[src/tcbp_pkg.sv]
// Purpose: Shared constants and carriers for the TDM channel byte processor
// Assumes: One channel byte per clock at most on each path
// Notes: Register offsets are word addresses on the 14-bit host port
package tcbp_pkg;
  // ==========================================================
  // Sizes
  localparam int NUM_STREAMS = 16;
  localparam int FIFO_DEPTH = 32;
  // ==========================================================
  // Register offsets (MODE_SEL_ADDR is a full address; others are block bases, low four bits select stream)
  localparam logic [13:0] MODE_SEL_ADDR = 14'h0001;
  localparam logic [9:0] CHK_CTRL_BASE = 10'h010;
  localparam logic [9:0] CHK_FIRST_BASE = 10'h011;
  localparam logic [9:0] CHK_COUNT_BASE = 10'h012;
  localparam logic [9:0] ERR_TALLY_BASE = 10'h013;
  localparam logic [9:0] QFORCE_BASE = 10'h014;
  // ==========================================================
  // Field positions
  localparam int CHK_GLOBAL_BIT = 5;
  localparam int GEN_GLOBAL_BIT = 4;
  localparam int TALLY_CLEAR_BIT = 1;
  localparam int STREAM_EN_BIT = 0;
  localparam int CONN_MODE_BIT = 0;
  localparam int VOICE_DATA_BIT = 4;
  localparam logic [1:0] FUNC_PATTERN = 2'h2;
  // ==========================================================
  // Reset values and tally saturation value
  localparam logic [14:0] PRBS_SEED = 15'h7fff;
  localparam logic [15:0] TALLY_MAX = 16'hffff;
  localparam logic [1:0] CTRL_RST = 2'h0;
  localparam logic [7:0] FIRST_RST = 8'h00;
  localparam logic [8:0] COUNT_RST = 9'h000;
  localparam logic [11:0] QFORCE_RST = 12'h000;
  // ==========================================================
  // Carriers
  typedef struct packed {
    logic [3:0] stream;
    logic [7:0] data;
  } tcbp_out_word_t;
  typedef struct packed {
    logic [3:0] stream;
    logic [1:0] rate;
    logic [7:0] chan;
    logic [7:0] data;
  } tcbp_in_byte_t;
  typedef struct packed {
    logic voice_data;
    logic [1:0] in_law;
    logic [1:0] out_law;
  } tcbp_law_cfg_t;
endpackage

[src/tcbp_fifo.sv]
// Purpose: Output byte buffer with valid and ready on both sides
// Assumes: Single clock, synchronous active-high reset
// Notes: Input ready is registered from the next count, so it tracks each push
`timescale 1ns/1ps
module tcbp_fifo #(
  parameter int WIDTH = 12,
  parameter int DEPTH = 32
) (
  input wire logic i_core_clk,
  input wire logic i_sys_rst,
  input wire logic i_valid,
  input wire logic [WIDTH-1:0] i_data,
  output logic o_ready,
  output logic o_valid,
  output logic [WIDTH-1:0] o_data,
  input wire logic i_ready
);
  localparam int AW = $clog2(DEPTH);
  logic [WIDTH-1:0] mem [DEPTH];
  logic [AW-1:0] wptr_r;
  logic [AW-1:0] rptr_r;
  logic [AW:0] cnt_r;
  logic [AW:0] cnt_nxt;
  logic push;
  logic pop;
  assign push = i_valid && o_ready;
  assign pop = o_valid && i_ready;
  assign o_valid = (cnt_r != '0);
  assign o_data = mem[rptr_r];
  always_comb begin
    cnt_nxt = cnt_r + {{AW{1'b0}}, push} - {{AW{1'b0}}, pop};
  end
  always_ff @(posedge i_core_clk) begin
    if (push) begin
      mem[wptr_r] <= i_data;
    end
  end
  always_ff @(posedge i_core_clk) begin
    if (i_sys_rst) begin
      wptr_r <= '0;
      rptr_r <= '0;
      cnt_r <= '0;
      o_ready <= 1'b0;
    end else begin
      wptr_r <= wptr_r + AW'(push);
      rptr_r <= rptr_r + AW'(pop);
      cnt_r <= cnt_nxt;
      o_ready <= (cnt_nxt != (AW+1)'(DEPTH));
    end
  end
endmodule // tcbp_fifo

[src/tcbp_law_xlate.sv]
// Purpose: Per-channel coding-law translation of one byte
// Assumes: Laws differ only by inversion masks over sign/segment/step
// Notes: Voice A/mu conversion keeps segment and step, a small-area trade
`timescale 1ns/1ps
module tcbp_law_xlate
  import tcbp_pkg::*;
(
  input wire tcbp_law_cfg_t i_cfg,
  input wire logic [7:0] i_data,
  output logic [7:0] o_data
);
  // ==========================================================
  // Inversion mask of one law
  function automatic logic [7:0] law_mask(input logic vd,
                                          input logic [1:0] law);
    logic [7:0] m;
    m = 8'h00;
    if (!vd) begin
      case (law)
        2'h0: m = 8'h55;
        2'h1: m = 8'h7f;
        default: m = 8'h00;
      endcase
    end else begin
      case (law)
        2'h0: m = 8'h00;
        2'h1: m = 8'h55;
        2'h2: m = 8'haa;
        default: m = 8'hff;
      endcase
    end
    return m;
  endfunction
  always_comb begin
    if (i_cfg.in_law == i_cfg.out_law) begin
      o_data = i_data;
    end else begin
      o_data = i_data ^ law_mask(i_cfg.voice_data, i_cfg.in_law) ^
               law_mask(i_cfg.voice_data, i_cfg.out_law);
    end
  end
endmodule // tcbp_law_xlate

[src/tcbp_core.sv]
// Purpose: Pattern generators/checkers, law translation, quarter forcing
// Assumes: Host port writes take one cycle; reads answer next cycle
// Notes: Checker resynchronises itself from received bits
`timescale 1ns/1ps
module tcbp_core
  import tcbp_pkg::*;
(
  input wire logic i_core_clk,
  input wire logic i_sys_rst,
  input wire logic i_reg_cs,
  input wire logic i_reg_wr,
  input wire logic [13:0] i_reg_addr,
  input wire logic [15:0] i_reg_wdata,
  output logic [15:0] o_reg_rdata,
  output logic o_reg_rvalid,
  input wire logic i_sw_valid,
  input wire logic [3:0] i_sw_stream,
  input wire logic [7:0] i_sw_data,
  input wire logic [15:0] i_sw_conn_low,
  input wire logic [4:0] i_sw_conn_high,
  output logic o_sw_ready,
  output logic o_out_valid,
  output tcbp_out_word_t o_out_word,
  input wire logic i_out_ready,
  input wire logic i_in_valid,
  input wire tcbp_in_byte_t i_in_byte,
  output logic o_in_valid,
  output tcbp_in_byte_t o_in_byte
);
  // ==========================================================
  // Helpers
  function automatic logic [22:0] prbs8(input logic [14:0] s,
                                        input logic [7:0] rx,
                                        input logic use_rx);
    logic [14:0] st;
    logic [7:0] b;
    logic e;
    st = s;
    b = 8'h00;
    for (int i = 7; i >= 0; i--) begin
      e = st[14] ^ st[13];
      b[i] = e;
      st = {st[13:0], (use_rx ? rx[i] : e)};
    end
    return {st, b};
  endfunction
  function automatic logic [3:0] ones8(input logic [7:0] v);
    logic [3:0] n;
    n = 4'h0;
    for (int i = 0; i < 8; i++) begin
      n = n + {3'h0, v[i]};
    end
    return n;
  endfunction
  // ==========================================================
  // Host registers
  logic chk_glob_r;
  logic gen_glob_r;
  logic [1:0] ctrl_r [NUM_STREAMS];
  logic [7:0] first_r [NUM_STREAMS];
  logic [8:0] count_r [NUM_STREAMS];
  logic [15:0] tally_r [NUM_STREAMS];
  logic [11:0] qforce_r [NUM_STREAMS];
  logic [9:0] a_blk;
  logic [3:0] a_st;
  logic wr_en;
  logic clr_pulse;
  assign a_blk = i_reg_addr[13:4];
  assign a_st = i_reg_addr[3:0];
  assign wr_en = i_reg_cs && i_reg_wr;
  assign clr_pulse = wr_en && (a_blk == CHK_CTRL_BASE) &&
                     i_reg_wdata[TALLY_CLEAR_BIT];
  always_ff @(posedge i_core_clk) begin
    if (i_sys_rst) begin
      chk_glob_r <= 1'b0;
      gen_glob_r <= 1'b0;
    end else if (wr_en && i_reg_addr == MODE_SEL_ADDR) begin
      chk_glob_r <= i_reg_wdata[CHK_GLOBAL_BIT];
      gen_glob_r <= i_reg_wdata[GEN_GLOBAL_BIT];
    end
  end
  always_ff @(posedge i_core_clk) begin
    if (i_sys_rst) begin
      for (int s = 0; s < NUM_STREAMS; s++) begin
        ctrl_r[s] <= CTRL_RST;
        first_r[s] <= FIRST_RST;
        count_r[s] <= COUNT_RST;
        qforce_r[s] <= QFORCE_RST;
      end
    end else if (wr_en) begin
      case (a_blk)
        CHK_CTRL_BASE: ctrl_r[a_st] <= {1'b0, i_reg_wdata[STREAM_EN_BIT]};
        CHK_FIRST_BASE: first_r[a_st] <= i_reg_wdata[7:0];
        CHK_COUNT_BASE: count_r[a_st] <= i_reg_wdata[8:0];
        QFORCE_BASE: qforce_r[a_st] <= i_reg_wdata[11:0];
        default: ;
      endcase
    end
  end
  // Read answer one cycle after the select; unmapped reads are zero
  always_ff @(posedge i_core_clk) begin
    if (i_sys_rst) begin
      o_reg_rdata <= 16'h0000;
      o_reg_rvalid <= 1'b0;
    end else begin
      o_reg_rvalid <= i_reg_cs && !i_reg_wr;
      o_reg_rdata <= 16'h0000;
      if (i_reg_cs && !i_reg_wr) begin
        if (i_reg_addr == MODE_SEL_ADDR) begin
          o_reg_rdata <= {10'h000, chk_glob_r, gen_glob_r, 4'h0};
        end else begin
          case (a_blk)
            CHK_CTRL_BASE: o_reg_rdata <= {14'h0000, ctrl_r[a_st]};
            CHK_FIRST_BASE: o_reg_rdata <= {8'h00, first_r[a_st]};
            CHK_COUNT_BASE: o_reg_rdata <= {7'h00, count_r[a_st]};
            ERR_TALLY_BASE: o_reg_rdata <= tally_r[a_st];
            QFORCE_BASE: o_reg_rdata <= {4'h0, qforce_r[a_st]};
            default: o_reg_rdata <= 16'h0000;
          endcase
        end
      end
    end
  end
  // ==========================================================
  // Output path: generator or law translation, then buffer
  logic [14:0] gen_st_r [NUM_STREAMS];
  logic [22:0] gen_step;
  logic pat_sel;
  logic push;
  logic [7:0] xl_data;
  tcbp_out_word_t push_word;
  tcbp_out_word_t fifo_word;
  logic fifo_valid;
  logic fifo_pop_rdy;
  assign pat_sel = gen_glob_r && i_sw_conn_low[CONN_MODE_BIT] &&
                   (i_sw_conn_low[2:1] == FUNC_PATTERN);
  assign push = i_sw_valid && o_sw_ready;
  assign gen_step = prbs8(gen_st_r[i_sw_stream], 8'h00, 1'b0);
  assign push_word = {i_sw_stream,
                      pat_sel ? gen_step[7:0] : xl_data};
  tcbp_law_xlate u_xlate (
    .i_cfg(tcbp_law_cfg_t'(i_sw_conn_high)),
    .i_data(i_sw_data),
    .o_data(xl_data)
  );
  always_ff @(posedge i_core_clk) begin
    if (i_sys_rst) begin
      for (int s = 0; s < NUM_STREAMS; s++) begin
        gen_st_r[s] <= PRBS_SEED;
      end
    end else if (push && pat_sel) begin
      gen_st_r[i_sw_stream] <= gen_step[22:8];
    end
  end
  // Back-pressure from the far side fills the buffer and drops ready
  tcbp_fifo #(
    .WIDTH($bits(tcbp_out_word_t)),
    .DEPTH(FIFO_DEPTH)
  ) u_fifo (
    .i_core_clk(i_core_clk),
    .i_sys_rst(i_sys_rst),
    .i_valid(i_sw_valid),
    .i_data(push_word),
    .o_ready(o_sw_ready),
    .o_valid(fifo_valid),
    .o_data(fifo_word),
    .i_ready(fifo_pop_rdy)
  );
  assign fifo_pop_rdy = !o_out_valid || i_out_ready;
  always_ff @(posedge i_core_clk) begin
    if (i_sys_rst) begin
      o_out_valid <= 1'b0;
      o_out_word <= '0;
    end else if (fifo_pop_rdy) begin
      o_out_valid <= fifo_valid;
      o_out_word <= fifo_word;
    end
  end
  // ==========================================================
  // Input path: quarter forcing
  logic [1:0] quarter;
  logic [2:0] qcode;
  logic [7:0] forced;
  always_comb begin
    case (i_in_byte.rate)
      2'h0: quarter = i_in_byte.chan[4:3];
      2'h1: quarter = i_in_byte.chan[5:4];
      2'h2: quarter = i_in_byte.chan[6:5];
      default: quarter = i_in_byte.chan[7:6];
    endcase
  end
  // Four-bit index: quarter 3 must reach bits 11..9 without wrapping
  assign qcode = qforce_r[i_in_byte.stream][{2'b00, quarter} +
                 {1'b0, quarter, 1'b0} +: 3];
  always_comb begin
    forced = i_in_byte.data;
    case (qcode)
      3'h4: forced[0] = 1'b0;
      3'h5: forced[0] = 1'b1;
      3'h6: forced[7] = 1'b0;
      3'h7: forced[7] = 1'b1;
      default: forced = i_in_byte.data;
    endcase
  end
  always_ff @(posedge i_core_clk) begin
    if (i_sys_rst) begin
      o_in_valid <= 1'b0;
      o_in_byte <= '0;
    end else begin
      o_in_valid <= i_in_valid;
      o_in_byte <= {i_in_byte.stream, i_in_byte.rate, i_in_byte.chan, forced};
    end
  end
  // ==========================================================
  // Input path: checkers
  logic [14:0] chk_st_r [NUM_STREAMS];
  logic [8:0] rem_r [NUM_STREAMS];
  logic [3:0] cs;
  logic chk_on;
  logic win_start;
  logic win_act;
  logic [22:0] chk_step;
  logic [3:0] nerr;
  logic [16:0] tally_sum;
  assign cs = i_in_byte.stream;
  assign chk_on = chk_glob_r && ctrl_r[cs][STREAM_EN_BIT];
  assign win_start = (rem_r[cs] == 9'h000) && (count_r[cs] != 9'h000) &&
                     (i_in_byte.chan == first_r[cs]);
  assign win_act = i_in_valid && chk_on && (win_start || rem_r[cs] != 0);
  assign chk_step = prbs8(chk_st_r[cs], forced, 1'b1);
  assign nerr = ones8(chk_step[7:0] ^ forced);
  assign tally_sum = {1'b0, tally_r[cs]} + {13'h0000, nerr};
  always_ff @(posedge i_core_clk) begin
    if (i_sys_rst) begin
      for (int s = 0; s < NUM_STREAMS; s++) begin
        chk_st_r[s] <= PRBS_SEED;
        rem_r[s] <= 9'h000;
      end
    end else if (i_in_valid) begin
      if (!chk_on) begin
        rem_r[cs] <= 9'h000;
      end else if (win_act) begin
        chk_st_r[cs] <= chk_step[22:8];
        rem_r[cs] <= win_start ? count_r[cs] - 9'h001
                               : rem_r[cs] - 9'h001;
      end
    end
  end
  // A clear that meets an error keeps the new errors
  always_ff @(posedge i_core_clk) begin
    if (i_sys_rst) begin
      for (int s = 0; s < NUM_STREAMS; s++) begin
        tally_r[s] <= 16'h0000;
      end
    end else begin
      if (clr_pulse) begin
        tally_r[a_st] <= 16'h0000;
      end
      if (win_act) begin
        if (clr_pulse && a_st == cs) begin
          tally_r[cs] <= {12'h000, nerr};
        end else if (tally_sum[16]) begin
          tally_r[cs] <= TALLY_MAX;
        end else begin
          tally_r[cs] <= tally_sum[15:0];
        end
      end
    end
  end
endmodule // tcbp_core

[config.mk]
export PLATFORM = sky130hd
export DESIGN_NAME = tcbp_core
export DESIGN_NICKNAME = d
export VERILOG_FILES = /design/src/tcbp_pkg.sv /design/src/tcbp_fifo.sv /design/src/tcbp_law_xlate.sv /design/src/tcbp_core.sv
export SDC_FILE = /design/constraint.sdc
export NUM_CORES = 2
export LEC_CHECK = 0
export BUFFER_PORTS_ARGS = -buffer_cell sky130_fd_sc_hd__buf_2
export CAP_MARGIN = 40
export CORE_MARGIN = 2
export CORE_UTILIZATION = 55
export CTS_BUF_LIST = sky130_fd_sc_hd__clkbuf_8
export CTS_CLUSTER_SIZE = 25
export DETAILED_ROUTE_END_ITERATION = 7
export HOLD_SLACK_MARGIN = 0.03
export PLACE_DENSITY = 0.8
export SETUP_SLACK_MARGIN = 0.2
export SLEW_MARGIN = 30
export SYNTH_ARGS = -nofsm -noshare
export SYNTH_HDL_FRONTEND = slang
export SYNTH_SLANG_ARGS = --single-unit
[constraint.sdc]
create_clock -name i_core_clk -period 32.4 [get_ports i_core_clk]
set_clock_uncertainty 0.1 [all_clocks]
set_input_delay 8.1 -clock i_core_clk [delete_from_list [all_inputs] [get_ports i_core_clk]]
set_output_delay 8.1 -clock i_core_clk [all_outputs]
set_load 0.02 [all_outputs]
==> impl_metrics.env <==
export IMPL_status="complete, no violations"
export IMPL_relSlewSlack_pct=37.2
export IMPL_grt_pass1_wl_um=336000
export IMPL_fin_crit_sh_pct=50.4
export IMPL_cts_resized_gates=0
export IMPL_r2r_end="tally_r[7][2]"
export IMPL_cts_tree="done"
export IMPL_grt_max_degree=89
export IMPL_ys_ff_latch=1816
export IMPL_r2r_setup_slack_ns=24.10
export IMPL_cp_end_kind="flip-flop"
export IMPL_maxCapViolCount=0
export IMPL_startpoint_type="input pin"
export IMPL_hold_class="reg -> reg"
export IMPL_cts_buffers=309
export IMPL_finalCriticalPeriod_ns=16.34
export IMPL_drt_pre_antenna_iters=6
export IMPL_routed_wl_um=228000
export IMPL_powerDensity_nw_per_um2=56.0
export IMPL_finalWorstSetupSlack_ns=16.06
export IMPL_r2r_cells=30
export IMPL_antenna_left=0
export IMPL_hold_viol=0
export IMPL_peakVddDrop_mv=0.0553
export IMPL_die_w_um=401
export IMPL_worstHoldEndpoint="o_out_word[6]"
export IMPL_start_util_pct=55.4
export IMPL_numPortBuffers=128
export IMPL_fin_total_pwr_uw=5350
export IMPL_fmax_mhz=61.2
export IMPL_clk_pin_slew_ns=0.06
export IMPL_worst_ep_required_time_ns=32.99
export IMPL_gp_congestion=0.901
export IMPL_tightestPinTransition_ns=0.941
export IMPL_dp_hpwl_um=143000
export IMPL_setup_viol=0
export IMPL_fin_cells=7937
export IMPL_areaGrowthSynthToFinish_pct=10.1
export IMPL_final_common_cell="edfxtp_1"
export IMPL_leakage_uw=0.0297
export IMPL_rsz0062_at_grt="no"
export IMPL_finalHoldWorstSlack_ns=0.405
export IMPL_nets=5780
export IMPL_synth_area_sq_um=86700
export IMPL_ctsLongestPathBuffers=4
export IMPL_slowest_delay_ns=0.72
export IMPL_cts_sinks=1816
export IMPL_viasPerCell=6.67
export IMPL_ys_seq_area_share_pct=62.1
export IMPL_synth_edf_count=1744
export IMPL_avgRoutedWirePerCell_um=28.7
export IMPL_cpMaxStageDelayCell="buf_4"
export IMPL_grt_usage_pct=28.1
export IMPL_crit_type="in -> reg"
export IMPL_die_h_um=401
export IMPL_min_path_cells=2
export IMPL_grt_overflow_total=0
export IMPL_antenna_found_initial=6
export IMPL_post_cts_repair_setup_buffers=0
export IMPL_ys_flop_type="edfxtp_1"
export IMPL_rr_startpoint="qforce_r[14][11]"
export IMPL_remaining_drc_errors=0
export IMPL_syn_inst=5485
export IMPL_drtIter0Drc=7638
export IMPL_vias=52900
export IMPL_async_reset_ff_share_pct=0
export IMPL_worstPathArrival_ns=16.94
export IMPL_grt_pass1_vias=53200
export IMPL_rows=145
export IMPL_yosysTopAreaCell="edfxtp_1"
export IMPL_synth_area_leaders="edfxtp_1, mux4_2, and2_1"
export IMPL_cts_root_buf="clkbuf_8"
export IMPL_htreeDepth=5
export IMPL_mostFrequentLayoutCells="edfxtp_1, mux4_2, and2_1, nand2_1, nor2_1"
export IMPL_syn_avg_cell_area_sq_um=15.8
export IMPL_synth_warnings=0
export IMPL_ios=146
export IMPL_synth_distinct_cells=89
export IMPL_dp_cells=7387
export IMPL_synth_nets=5604
export IMPL_fin_setup_tns_ns=0
export IMPL_drive_gt1_share_pct=28.2
export IMPL_drv_slew=0
export IMPL_die_area_sq_um=161000
export IMPL_core_area_sq_um=156000
export IMPL_cts_hold_buf=0
export IMPL_preCtsSetupSlack_ns=15.02
export IMPL_clock_latency_ns=1.05
export IMPL_synth_top_area_share_pct=60.4
export IMPL_cp_max_fo=52
export IMPL_worstHoldStart="o_out_word[6]"
[area by class of cell]
| class | count | area [sq um] |
|---|---|---|
| sequential | 1816 | 53800 |
| tap | 2058 | 2570 |
| clock inverter | 199 | 985 |
| timing repair buffer | 357 | 2810 |
| fill | 11000 | 61000 |
| clock buffer | 326 | 4490 |
| inverter | 29 | 109 |
| multi-input combinational | 3148 | 30600 |
| antenna | 4 | 10.0 |
[through the flow]
step	util, %	area [sq um]
5_1_grt	61.0	95400
3_5_place_dp	57.3	89600
3_3_place_gp	56.9	89000
2_1_floorplan	-	86700
6_report	61.0	95400
4_1_cts	60.8	95100
[metal layers]
metal | GRT usage (%) | up-vias | routed length, um
met1 | 37.0 | 26700 | 78800
met3 | 6.41 | 666 | 27300
met2 | 44.9 | 3861 | 111000
met4 | 13.0 | 6 | 10800
met5 | 0 | - | 42
li1 | - | 21800 | -
[worst max path at each step]
| stage | end | cells past startpoint | slack [ns] | from |
|---|---|---|---|---|
| after floorplan | tally_r[11][2] | 35 | 16.33 | i_in_byte[18] |
| after global placement | tally_r[7][2] | 33 | 14.76 | i_in_byte[20] |
| after detailed placement | tally_r[0][4] | 33 | 15.02 | i_in_byte[20] |
| after CTS | tally_r[7][2] | 33 | 16.03 | i_in_byte[20] |
| after global routing | tally_r[12][4] | 28 | 15.46 | i_in_byte[18] |
| final | tally_r[7][2] | 34 | 16.06 | i_in_byte[20] |
[cell usage after synthesis, types with 28 or more instances]
cell,count
nand3_1,144
a22oi_1,45
nand2_1,412
or3_1,83
dfxtp_1,72
mux4_2,711
xor2_1,34
nor2_1,357
nor3_1,200
a21oi_1,36
mux2_2,33
buf_2,98
or2_2,65
edfxtp_1,1744
nor2b_1,45
xnor2_1,40
buf_1,53
buf_4,33
a21o_1,31
clkbuf_1,278
inv_1,28
and2_1,472
mux2i_1,84
nand2b_1,45
[registers in the layout, indices dropped and copies added, names as in the netlist, 5 cells and up]
name,flops
qforce_r,192
u_fifo.wptr_r,5
u_fifo.cnt_r,6
u_fifo.mem,384
ctrl_r,16
o_reg_rdata,16
chk_st_r,240
rem_r,144
o_in_byte,22
tally_r,256
first_r,128
count_r,144
o_out_word,12
u_fifo.rptr_r,5
gen_st_r,240
[power breakdown]
part | internal (uW) | total [uW] | switching, uW
clock network | 973 | 1880 | 910
logic | 333 | 767 | 434
registers | 2640 | 2700 | 53.4
[worst max-delay path, delay by kind of cell]
kind	cells	cell delay, ns
simple gates	10	1.81
buf+inv	9	2.40
xor+xnor	2	0.29
fa+ha+maj	6	2.40
compound gates	5	1.19
mux	2	0.64
[cells by family (layout without fill, tap and decap cells)]
group / Yosys count / in the layout / synth area share [%]
flops: 1816 / 1816 / 62.1
compound gates: 298 / 298 / 2.56
other cells: 0 / 4 / 0
buf+inv: 521 / 911 / 2.85
fa+ha+maj: 27 / 27 / 0.442
simple gates: 1918 / 1918 / 11.4
mux: 831 / 831 / 20.0
xor+xnor: 74 / 74 / 0.748
(Power assumes the default switching activity.)
